File: src/rcrb_pkg.sv
// Package of offsets, field positions, reset values and timing for the receiver register bank
package rcrb_pkg;
    // Register offsets (byte addresses within the bank)
    localparam logic [4:0] ADDR_CMD      = 5'h03;
    localparam logic [4:0] ADDR_FREQ_HI  = 5'h04;
    localparam logic [4:0] ADDR_FREQ_LO  = 5'h05;
    localparam logic [4:0] ADDR_ONOFF    = 5'h09;
    localparam logic [4:0] ADDR_IDENT    = 5'h0A;
    localparam logic [4:0] ADDR_HDR      = 5'h0B;
    localparam logic [4:0] ADDR_STRENGTH = 5'h0C;
    // Command register field positions
    localparam int CMD_AVG_OVR  = 7;
    localparam int CMD_IF_ATT   = 6;
    localparam int CMD_SS_EN    = 4;
    localparam int CMD_ENV_DEC  = 3;
    localparam int CMD_GAIN_RST = 2;
    localparam int CMD_GAIN_FRZ = 1;
    localparam int CMD_BANK_IND = 0;
    localparam logic [7:0] CMD_WR_MASK = 8'hDE;
    // On/off register field positions
    localparam int ONOFF_BANK = 7;
    localparam int ONOFF_ON_LSB = 3;
    // Reset values
    localparam logic [7:0] CMD_RESET     = 8'h08;
    localparam logic [7:0] FREQ_HI_RESET = 8'h48;
    localparam logic [7:0] FREQ_LO_RESET = 8'h00;
    localparam logic [7:0] ONOFF_RESET   = 8'h7F;
    localparam logic [7:0] IDENT_RESET   = 8'hC0;
    localparam logic [7:0] HDR_RESET     = 8'h80;
    localparam logic [7:0] FREQ_HI_FIXED = 8'h40;
    // Timing: on time unit in digital clock periods
    localparam int ON_UNIT_CYCLES = 512;
    // Frequency arithmetic constants
    localparam int FREQ_BASE = 35;
    localparam int FREQ_DIV  = 2048;
    // Number of registers in each bank image
    localparam int NREG = 13;
    // Access sequencer states
    typedef enum logic [2:0] {
        RCRB_IDLE  = 3'b001,
        RCRB_WRITE = 3'b010,
        RCRB_READ  = 3'b100
    } rcrb_state_t;
endpackage

File: src/rcrb_bank.sv
// Receiver control register bank: command, frequency, on/off, pattern and strength registers
`timescale 1ns/100ps
module rcrb_bank (
    // Clock and reset
    input  wire logic        clk,
    input  wire logic        rst,
    // Register access port
    input  wire logic        accWrite,
    input  wire logic        accRead,
    input  wire logic        accBank,
    input  wire logic [4:0]  accAddr,
    input  wire logic [7:0]  accWrData,
    output logic      [7:0]  accRdData,
    output logic             accRdValid,
    // Context from the preceding configuration registers
    input  wire logic [1:0]  dataRateSel,
    input  wire logic [1:0]  avgFilterCutoffSel,
    input  wire logic        modulationSel,
    input  wire logic        freqWordMode,
    input  wire logic [1:0]  bandCode,
    // Converter results
    input  wire logic [3:0]  lnaLevel,
    input  wire logic [3:0]  ifLevel,
    // Controls to the analog and timing blocks
    output logic [1:0]       avgFilterCutoff,
    output logic             ifGainAttenuate,
    output logic             signalStrengthEnable,
    output logic             envelopeDecaySel,
    output logic             gainLoopReset,
    output logic             gainLoopFreeze,
    output logic             bankSelect,
    output logic [11:0]      loWord,
    output logic             loAddIf,
    output logic [12:0]      freqStepDiv,
    output logic [12:0]      rxOnCycles,
    output logic [5:0]       rxOffPeriods,
    output logic [2:0]       identLength,
    output logic [5:0]       identPattern,
    output logic [2:0]       hdrLength,
    output logic [5:0]       hdrPattern
);
    rcrb_pkg::rcrb_state_t state;
    logic        memWrEn;
    logic [7:0]  memWrData;
    logic [7:0]  memRdData;
    logic [4:0]  rdAddrHold;
    logic        activeBank;
    logic [7:0]  cmdA;
    logic [7:0]  freqHi;
    logic [7:0]  freqLo;
    logic [7:0]  onOff;
    logic [7:0]  ident;
    logic [7:0]  hdr;
    logic [7:0]  strength;

    // Maps a write onto the register, keeping read-only and unused bits
    function automatic logic [7:0] merge_write(input logic [4:0] a, input logic [7:0] d,
                                               input logic [7:0] old);
        case (a)
            rcrb_pkg::ADDR_CMD:     merge_write = (d & rcrb_pkg::CMD_WR_MASK)
                                                  | (old & ~rcrb_pkg::CMD_WR_MASK);
            rcrb_pkg::ADDR_FREQ_HI: merge_write = rcrb_pkg::FREQ_HI_FIXED
                                                  | {4'h0, d[3:0]};
            default:                merge_write = d;
        endcase
    endfunction

    function automatic logic mapped(input logic [4:0] a);
        mapped = (a >= rcrb_pkg::ADDR_CMD && a <= rcrb_pkg::ADDR_FREQ_LO)
                 || (a >= rcrb_pkg::ADDR_ONOFF && a < rcrb_pkg::ADDR_STRENGTH);
    endfunction

    // Registers kept in flops for the active controls; memory keeps the bank images
    rcrb_mem u_mem (
        .clk    (clk),
        .rst    (rst),
        .wrEn   (memWrEn),
        .wrBank (accBank),
        .wrAddr (accAddr[3:0]),
        .wrData (memWrData),
        .rdBank (accBank),
        .rdAddr (accAddr[3:0]),
        .rdData (memRdData)
    );

    // Control images of the active bank, mirrored from writes
    always_ff @(posedge clk or posedge rst) begin
        if (rst) begin
            cmdA   <= rcrb_pkg::CMD_RESET;
            freqHi <= rcrb_pkg::FREQ_HI_RESET;
            freqLo <= rcrb_pkg::FREQ_LO_RESET;
            onOff  <= rcrb_pkg::ONOFF_RESET;
            ident  <= rcrb_pkg::IDENT_RESET;
            hdr    <= rcrb_pkg::HDR_RESET;
        end else if (memWrEn && accBank == activeBank) begin
            case (accAddr)
                rcrb_pkg::ADDR_CMD:     cmdA   <= memWrData;
                rcrb_pkg::ADDR_FREQ_HI: freqHi <= memWrData;
                rcrb_pkg::ADDR_FREQ_LO: freqLo <= memWrData;
                rcrb_pkg::ADDR_ONOFF:   onOff  <= memWrData;
                rcrb_pkg::ADDR_IDENT:   ident  <= memWrData;
                rcrb_pkg::ADDR_HDR:     hdr    <= memWrData;
                default:                ;
            endcase
        end
    end

    // Active bank follows the select bit written in either bank
    always_ff @(posedge clk or posedge rst) begin
        if (rst) begin
            activeBank <= 1'b0;
        end else if (memWrEn && accAddr == rcrb_pkg::ADDR_ONOFF) begin
            activeBank <= memWrData[rcrb_pkg::ONOFF_BANK];
        end
    end

    // Write merge: the old value of masked bits comes from the mirror
    always_comb begin
        memWrEn   = accWrite && mapped(accAddr);
        memWrData = merge_write(accAddr, accWrData, cmdA);
    end

    // Access sequencer: read data leave one cycle after the memory read
    always_ff @(posedge clk or posedge rst) begin
        if (rst) begin
            state      <= rcrb_pkg::RCRB_IDLE;
            rdAddrHold <= 5'h00;
        end else begin
            case (state)
                rcrb_pkg::RCRB_IDLE: begin
                    if (accRead) begin
                        state      <= rcrb_pkg::RCRB_READ;
                        rdAddrHold <= accAddr;
                    end else if (accWrite) begin
                        state <= rcrb_pkg::RCRB_WRITE;
                    end
                end
                rcrb_pkg::RCRB_READ:  state <= rcrb_pkg::RCRB_IDLE;
                rcrb_pkg::RCRB_WRITE: state <= rcrb_pkg::RCRB_IDLE;
                default:              state <= rcrb_pkg::RCRB_IDLE;
            endcase
        end
    end

    // Strength is sampled live; bank indicator is shared by both banks
    always_comb begin
        strength = {lnaLevel, ifLevel};
    end

    // Read answer assembly
    always_ff @(posedge clk or posedge rst) begin
        if (rst) begin
            accRdData  <= 8'h00;
            accRdValid <= 1'b0;
        end else begin
            accRdValid <= (state == rcrb_pkg::RCRB_READ);
            if (state == rcrb_pkg::RCRB_READ) begin
                case (rdAddrHold)
                    rcrb_pkg::ADDR_CMD:      accRdData <= {memRdData[7:1], ~activeBank};
                    rcrb_pkg::ADDR_STRENGTH: accRdData <= strength;
                    default:                 accRdData <= mapped(rdAddrHold) ? memRdData
                                                          : 8'h00;
                endcase
            end
        end
    end

    // Decoded controls, all from flops
    always_ff @(posedge clk or posedge rst) begin
        if (rst) begin
            avgFilterCutoff      <= 2'h0;
            ifGainAttenuate      <= 1'b0;
            signalStrengthEnable <= 1'b0;
            envelopeDecaySel     <= 1'b1;
            gainLoopReset        <= 1'b0;
            gainLoopFreeze       <= 1'b0;
            bankSelect           <= 1'b0;
        end else begin
            avgFilterCutoff      <= cmdA[rcrb_pkg::CMD_AVG_OVR] ? avgFilterCutoffSel
                                    : dataRateSel;
            ifGainAttenuate      <= cmdA[rcrb_pkg::CMD_IF_ATT] && !modulationSel;
            signalStrengthEnable <= cmdA[rcrb_pkg::CMD_SS_EN];
            envelopeDecaySel     <= cmdA[rcrb_pkg::CMD_ENV_DEC];
            gainLoopReset        <= cmdA[rcrb_pkg::CMD_GAIN_RST];
            gainLoopFreeze       <= cmdA[rcrb_pkg::CMD_GAIN_FRZ];
            bankSelect           <= activeBank;
        end
    end

    // Synthesizer word and step; host does the encoding
    always_ff @(posedge clk or posedge rst) begin
        if (rst) begin
            loWord      <= 12'h800;
            loAddIf     <= 1'b1;
            freqStepDiv <= 13'h1000;
        end else begin
            loWord      <= {freqHi[3:0], freqLo};
            loAddIf     <= !freqWordMode;
            freqStepDiv <= (bandCode == 2'b11) ? 13'(rcrb_pkg::FREQ_DIV)
                           : 13'(2 * rcrb_pkg::FREQ_DIV);
        end
    end

    // Strobe timing and pattern lengths
    always_ff @(posedge clk or posedge rst) begin
        if (rst) begin
            rxOnCycles   <= 13'h1E00;
            rxOffPeriods <= 6'h3F;
            identLength  <= 3'h6;
            identPattern <= 6'h00;
            hdrLength    <= 3'h4;
            hdrPattern   <= 6'h00;
        end else begin
            rxOnCycles <= 13'(onOff[6:3] * rcrb_pkg::ON_UNIT_CYCLES);
            case (onOff[2:0])
                3'h0:    rxOffPeriods <= 6'h01;
                3'h1:    rxOffPeriods <= 6'h02;
                3'h2:    rxOffPeriods <= 6'h04;
                3'h3:    rxOffPeriods <= 6'h08;
                3'h4:    rxOffPeriods <= 6'h0C;
                3'h5:    rxOffPeriods <= 6'h10;
                3'h6:    rxOffPeriods <= 6'h20;
                default: rxOffPeriods <= 6'h3F;
            endcase
            case (ident[7:6])
                2'h0:    identLength <= 3'h2;
                2'h1:    identLength <= 3'h4;
                2'h2:    identLength <= 3'h5;
                default: identLength <= 3'h6;
            endcase
            identPattern <= ident[5:0];
            case (hdr[7:6])
                2'h0:    hdrLength <= 3'h1;
                2'h1:    hdrLength <= 3'h2;
                2'h2:    hdrLength <= 3'h4;
                default: hdrLength <= 3'h6;
            endcase
            hdrPattern <= hdr[5:0];
        end
    end
endmodule

File: src/rcrb_mem.sv
// Small two-bank register storage with registered read data
`timescale 1ns/100ps
module rcrb_mem (
    // Clock and reset
    input  wire logic       clk,
    input  wire logic       rst,
    // Write port
    input  wire logic       wrEn,
    input  wire logic       wrBank,
    input  wire logic [3:0] wrAddr,
    input  wire logic [7:0] wrData,
    // Read port
    input  wire logic       rdBank,
    input  wire logic [3:0] rdAddr,
    output logic      [7:0] rdData
);
    logic [7:0] mem [2][16];

    // Bank images start at their documented defaults
    always_ff @(posedge clk or posedge rst) begin
        if (rst) begin
            for (int b = 0; b < 2; b++) begin
                for (int i = 0; i < 16; i++) begin
                    mem[b][i] <= 8'h00;
                end
                mem[b][rcrb_pkg::ADDR_CMD[3:0]]     <= rcrb_pkg::CMD_RESET;
                mem[b][rcrb_pkg::ADDR_FREQ_HI[3:0]] <= rcrb_pkg::FREQ_HI_RESET;
                mem[b][rcrb_pkg::ADDR_FREQ_LO[3:0]] <= rcrb_pkg::FREQ_LO_RESET;
                mem[b][rcrb_pkg::ADDR_ONOFF[3:0]]   <= rcrb_pkg::ONOFF_RESET;
                mem[b][rcrb_pkg::ADDR_IDENT[3:0]]   <= rcrb_pkg::IDENT_RESET;
                mem[b][rcrb_pkg::ADDR_HDR[3:0]]     <= rcrb_pkg::HDR_RESET;
            end
        end else if (wrEn) begin
            mem[wrBank][wrAddr] <= wrData;
        end
    end

    // Registered read keeps the output free of address glitches
    always_ff @(posedge clk or posedge rst) begin
        if (rst) begin
            rdData <= 8'h00;
        end else begin
            rdData <= mem[rdBank][rdAddr];
        end
    end
endmodule

File: config.mk
export PLATFORM = sky130hd
export DESIGN_NAME = rcrb_bank
export DESIGN_NICKNAME = d
export VERILOG_FILES = /design/src/rcrb_pkg.sv /design/src/rcrb_bank.sv /design/src/rcrb_mem.sv
export SDC_FILE = /design/constraint.sdc
export NUM_CORES = 1
export LEC_CHECK = 0
export BUFFER_PORTS_ARGS = -buffer_cell sky130_fd_sc_hd__buf_2
export CORE_MARGIN = 8
export CORE_UTILIZATION = 50
export CTS_CLUSTER_SIZE = 14
export DETAILED_ROUTE_END_ITERATION = 10
export PLACE_DENSITY_LB_ADDON = 0.12
export SYNTH_ARGS = -nofsm -noshare
export SYNTH_HDL_FRONTEND = slang
export SYNTH_SLANG_ARGS = --single-unit
export TNS_END_PERCENT = 10
File: constraint.sdc
create_clock -name clk -period 12.61 [get_ports clk]
set_input_delay 1.261 -clock clk [delete_from_list [all_inputs] [get_ports clk]]
set_output_delay 1.261 -clock clk [all_outputs]
set_load 0.05 [all_outputs]
==> metrics.yaml <==
status: "complete, no violations"
cp-start-kind: "primary input"
fin_crit_ns: 3.89
antenna_found_initial: 0
crit_path_end_kind: "register"
worst_ep_required_time_ns: 12.98
rows: 63
finalHoldViolations: 0
drv_slew: 0
die_area_um2: 35200
fin_skew_ns: 0.0161
peakVddDrop_mv: 0.0701
gr-total-overflow: 0
fin_util_pct: 55.2
yosys_register_bits: 376
place_congestion: 0.767
clock_latency_ns: 0.51
grt_max_degree: 195
synthCells: 1170
drive_gt1_share_pct: 28.8
viasPerCell: 5.15
cts_tree: "yes"
hold_buffers: 0
track_usage_pct: 16.8
numClockSinks: 376
cts_htree_levels: 2
setup-violations-final: 0
hold_class: "register to register"
diodes: 0
place_hpwl_um: 18400
drc_errors: 0
max_clock_freq_ghz: 0.257
p_total_mw: 3.03
crit_arrival_ns: 4.26
grt_first_pass_wirelength_um: 47600
reg2reg_slack_ns: 10.51
avgSynthCellArea_um2: 12.6
timing_worst_setup_path_type: "primary input to register"
die_y_um: 188
ioPinCount: 114
crit_fanout: 50
synth_cell_type_count: 52
finalSetupTns_ns: 0
seq_area_frac_synth_pct: 64.4
portBuffers: 93
rsz0062_at_grt: "no"
cts_made_buffers: 39
synth_edf_count: 0
dr.pass1.iters: 4
synth_flop_cell: "dfrtp_1"
post_cts_buffers: 0
core_um2: 29300
grt_pass1_vias: 8122
tightest_slew_ns: 1.04
final_nets: 1126
yosysWarningCount: 0
drtAntennaViolNets: 0
routed_wl_um: 29600
leakagePower_nw: 7.88
vias: 7776
clk_pin_slew_worst_paths_ns: 0.06
drt-initial-drc-count: 547
syn_area_um2: 14700
cts.path.max_buffers: 3
maxCapViolCount: 0
fin_crit_sh_pct: 30.8
start_util_pct: 50.2
ctsResizeCount: 0
cts-root-buf: "clkbuf_16"
dieWidth_um: 188
syn2layout_area_growth_pct: 9.93
async_reset_ff_share_pct: 100
powerDensity_nw_per_um2: 188
slew_headroom_pct: 29.6
wire_per_inst_um: 19.6
==> registers in the layout (all words and copies together) (netlist names), 6 cells and up <==
signal	count
u_mem.mem	256
freqLo	8
accRdData	8
loWord	12
rxOffPeriods	6
ident	8
hdrPattern	6
identPattern	6
cmdA	8
onOff	7
u_mem.rdData	8
hdr	8
==> routing by layer <==
| metal | share of wire [%] | GRT usage [%] | vias to the layer above |
|---|---|---|---|
| met5 | 0 | 0 | - |
| met3 | 5.3 | 4.07 | 35 |
| met2 | 44 | 24.6 | 153 |
| met4 | 1.7 | 4.24 | 0 |
| li1 | - | - | 3718 |
| met1 | 49 | 24.9 | 3870 |
==> where the power goes <==
part	internal, mW	switching (mW)	total [mW]
combinational	0.124	0.275	0.399
sequential	1.34	0.0595	1.40
clock	0.780	0.460	1.24
==> critical path, stage by stage <==
cell,delay (ns)
buf_6,0.41
buf_4,0.77
buf_4,0.78
mux2i_1,0.26
o22ai_1,0.11
nor4_1,0.48
nor4_1,0.11
==> synth_stat cells (3+ instances only) <==
master	n	area share, %
dfrtp_1	320	54
clkbuf_1	193	4.9
mux2i_1	129	8.8
mux2_2	66	5.1
o22ai_1	65	2.8
dfstp_2	56	10
nand2_1	56	1.4
o21ai_0	44	1.5
buf_4	33	1.7
nor3_1	26	0.88
nor2_1	22	0.56
nor4_1	19	0.81
buf_2	13	0.44
nand4_1	12	0.51
a21oi_1	9	0.31
nand2b_1	9	0.38
nor2b_1	9	0.38
inv_1	8	0.20
a221o_1	7	0.48
and2_1	7	0.30
and3_1	7	0.30
buf_6	6	0.46
mux2_4	6	0.61
o21ai_2	6	0.36
a21oi_2	4	0.24
o21ai_1	4	0.14
nor3b_1	3	0.15
==> metrics by stage <==
| stage | setup WS [ns] | instances | instance area, um2 | hold slack [ns] |
|---|---|---|---|---|
| after CTS | 8.75 | 1509 | 16200 | 0.363 |
| after floorplan | 0.998 | 1189 | 14800 | 0.349 |
| after global placement | 8.26 | 1439 | 14800 | 0.355 |
| after global routing | 8.58 | 1509 | 16200 | 0.365 |
| after detailed placement | 8.21 | 1439 | 14800 | 0.355 |
| final | 8.72 | 1509 | 16200 | 0.360 |
==> worst paths after layout <==
path                             from              end  depth (start not counted)
setup / recovery              accBank  u_mem.rdData[4]                          7
hold / removal              freqHi[3]       loWord[11]                          0
setup reg to reg           activeBank        freqLo[2]                          3
hold reg to reg             freqHi[3]       loWord[11]                          0
max in group asynchronous         rst   u_mem.mem[221]                          3
min in group asynchronous         rst  freqStepDiv[11]                          2
==> cell usage in the layout, fill, tap and decap left out, drive strengths merged, types with 3 or more instances in the layout <==
master,synthesis,final
dfstp,56,56
a21oi,13,13
clkbuf,193,53
o21ai,54,54
nor3b,3,3
mux2,74,74
nor2b,10,10
nand2,57,57
nor4,22,22
nor2,22,22
buf,53,106
and3,7,7
nand2b,9,9
nand4,12,12
conb,1,20
bufinv,0,8
and2,9,9
inv,8,9
a221o,7,7
nor3,26,26
o22ai,65,65
clkinv,1,7
dfrtp,320,320
mux2i,129,129
==> cells by family after synthesis <==
kind of cell,after synthesis,synth area share (%)
adder cells (fa/ha/maj),3,0.238
flip-flops,376,64.4
AND/OR/NAND/NOR,186,6.80
other,1,0.0255
multiplexers,203,14.6
buffers and inverters,255,7.76
AO/OA/AOI/OAI,145,6.09
XOR/XNOR,1,0.0595
==> cell type report <==
| cell class | count | area, um2 |
|---|---|---|
| timing repair buffer | 106 | 582 |
| clock inverter | 17 | 294 |
| inverter | 9 | 41.3 |
| clock buffer | 53 | 1110 |
| fill | 2466 | 13100 |
| tap | 390 | 488 |
| sequential | 376 | 9480 |
| multi-input combinational | 558 | 4180 |
Power figures use the tool's default switching activity.
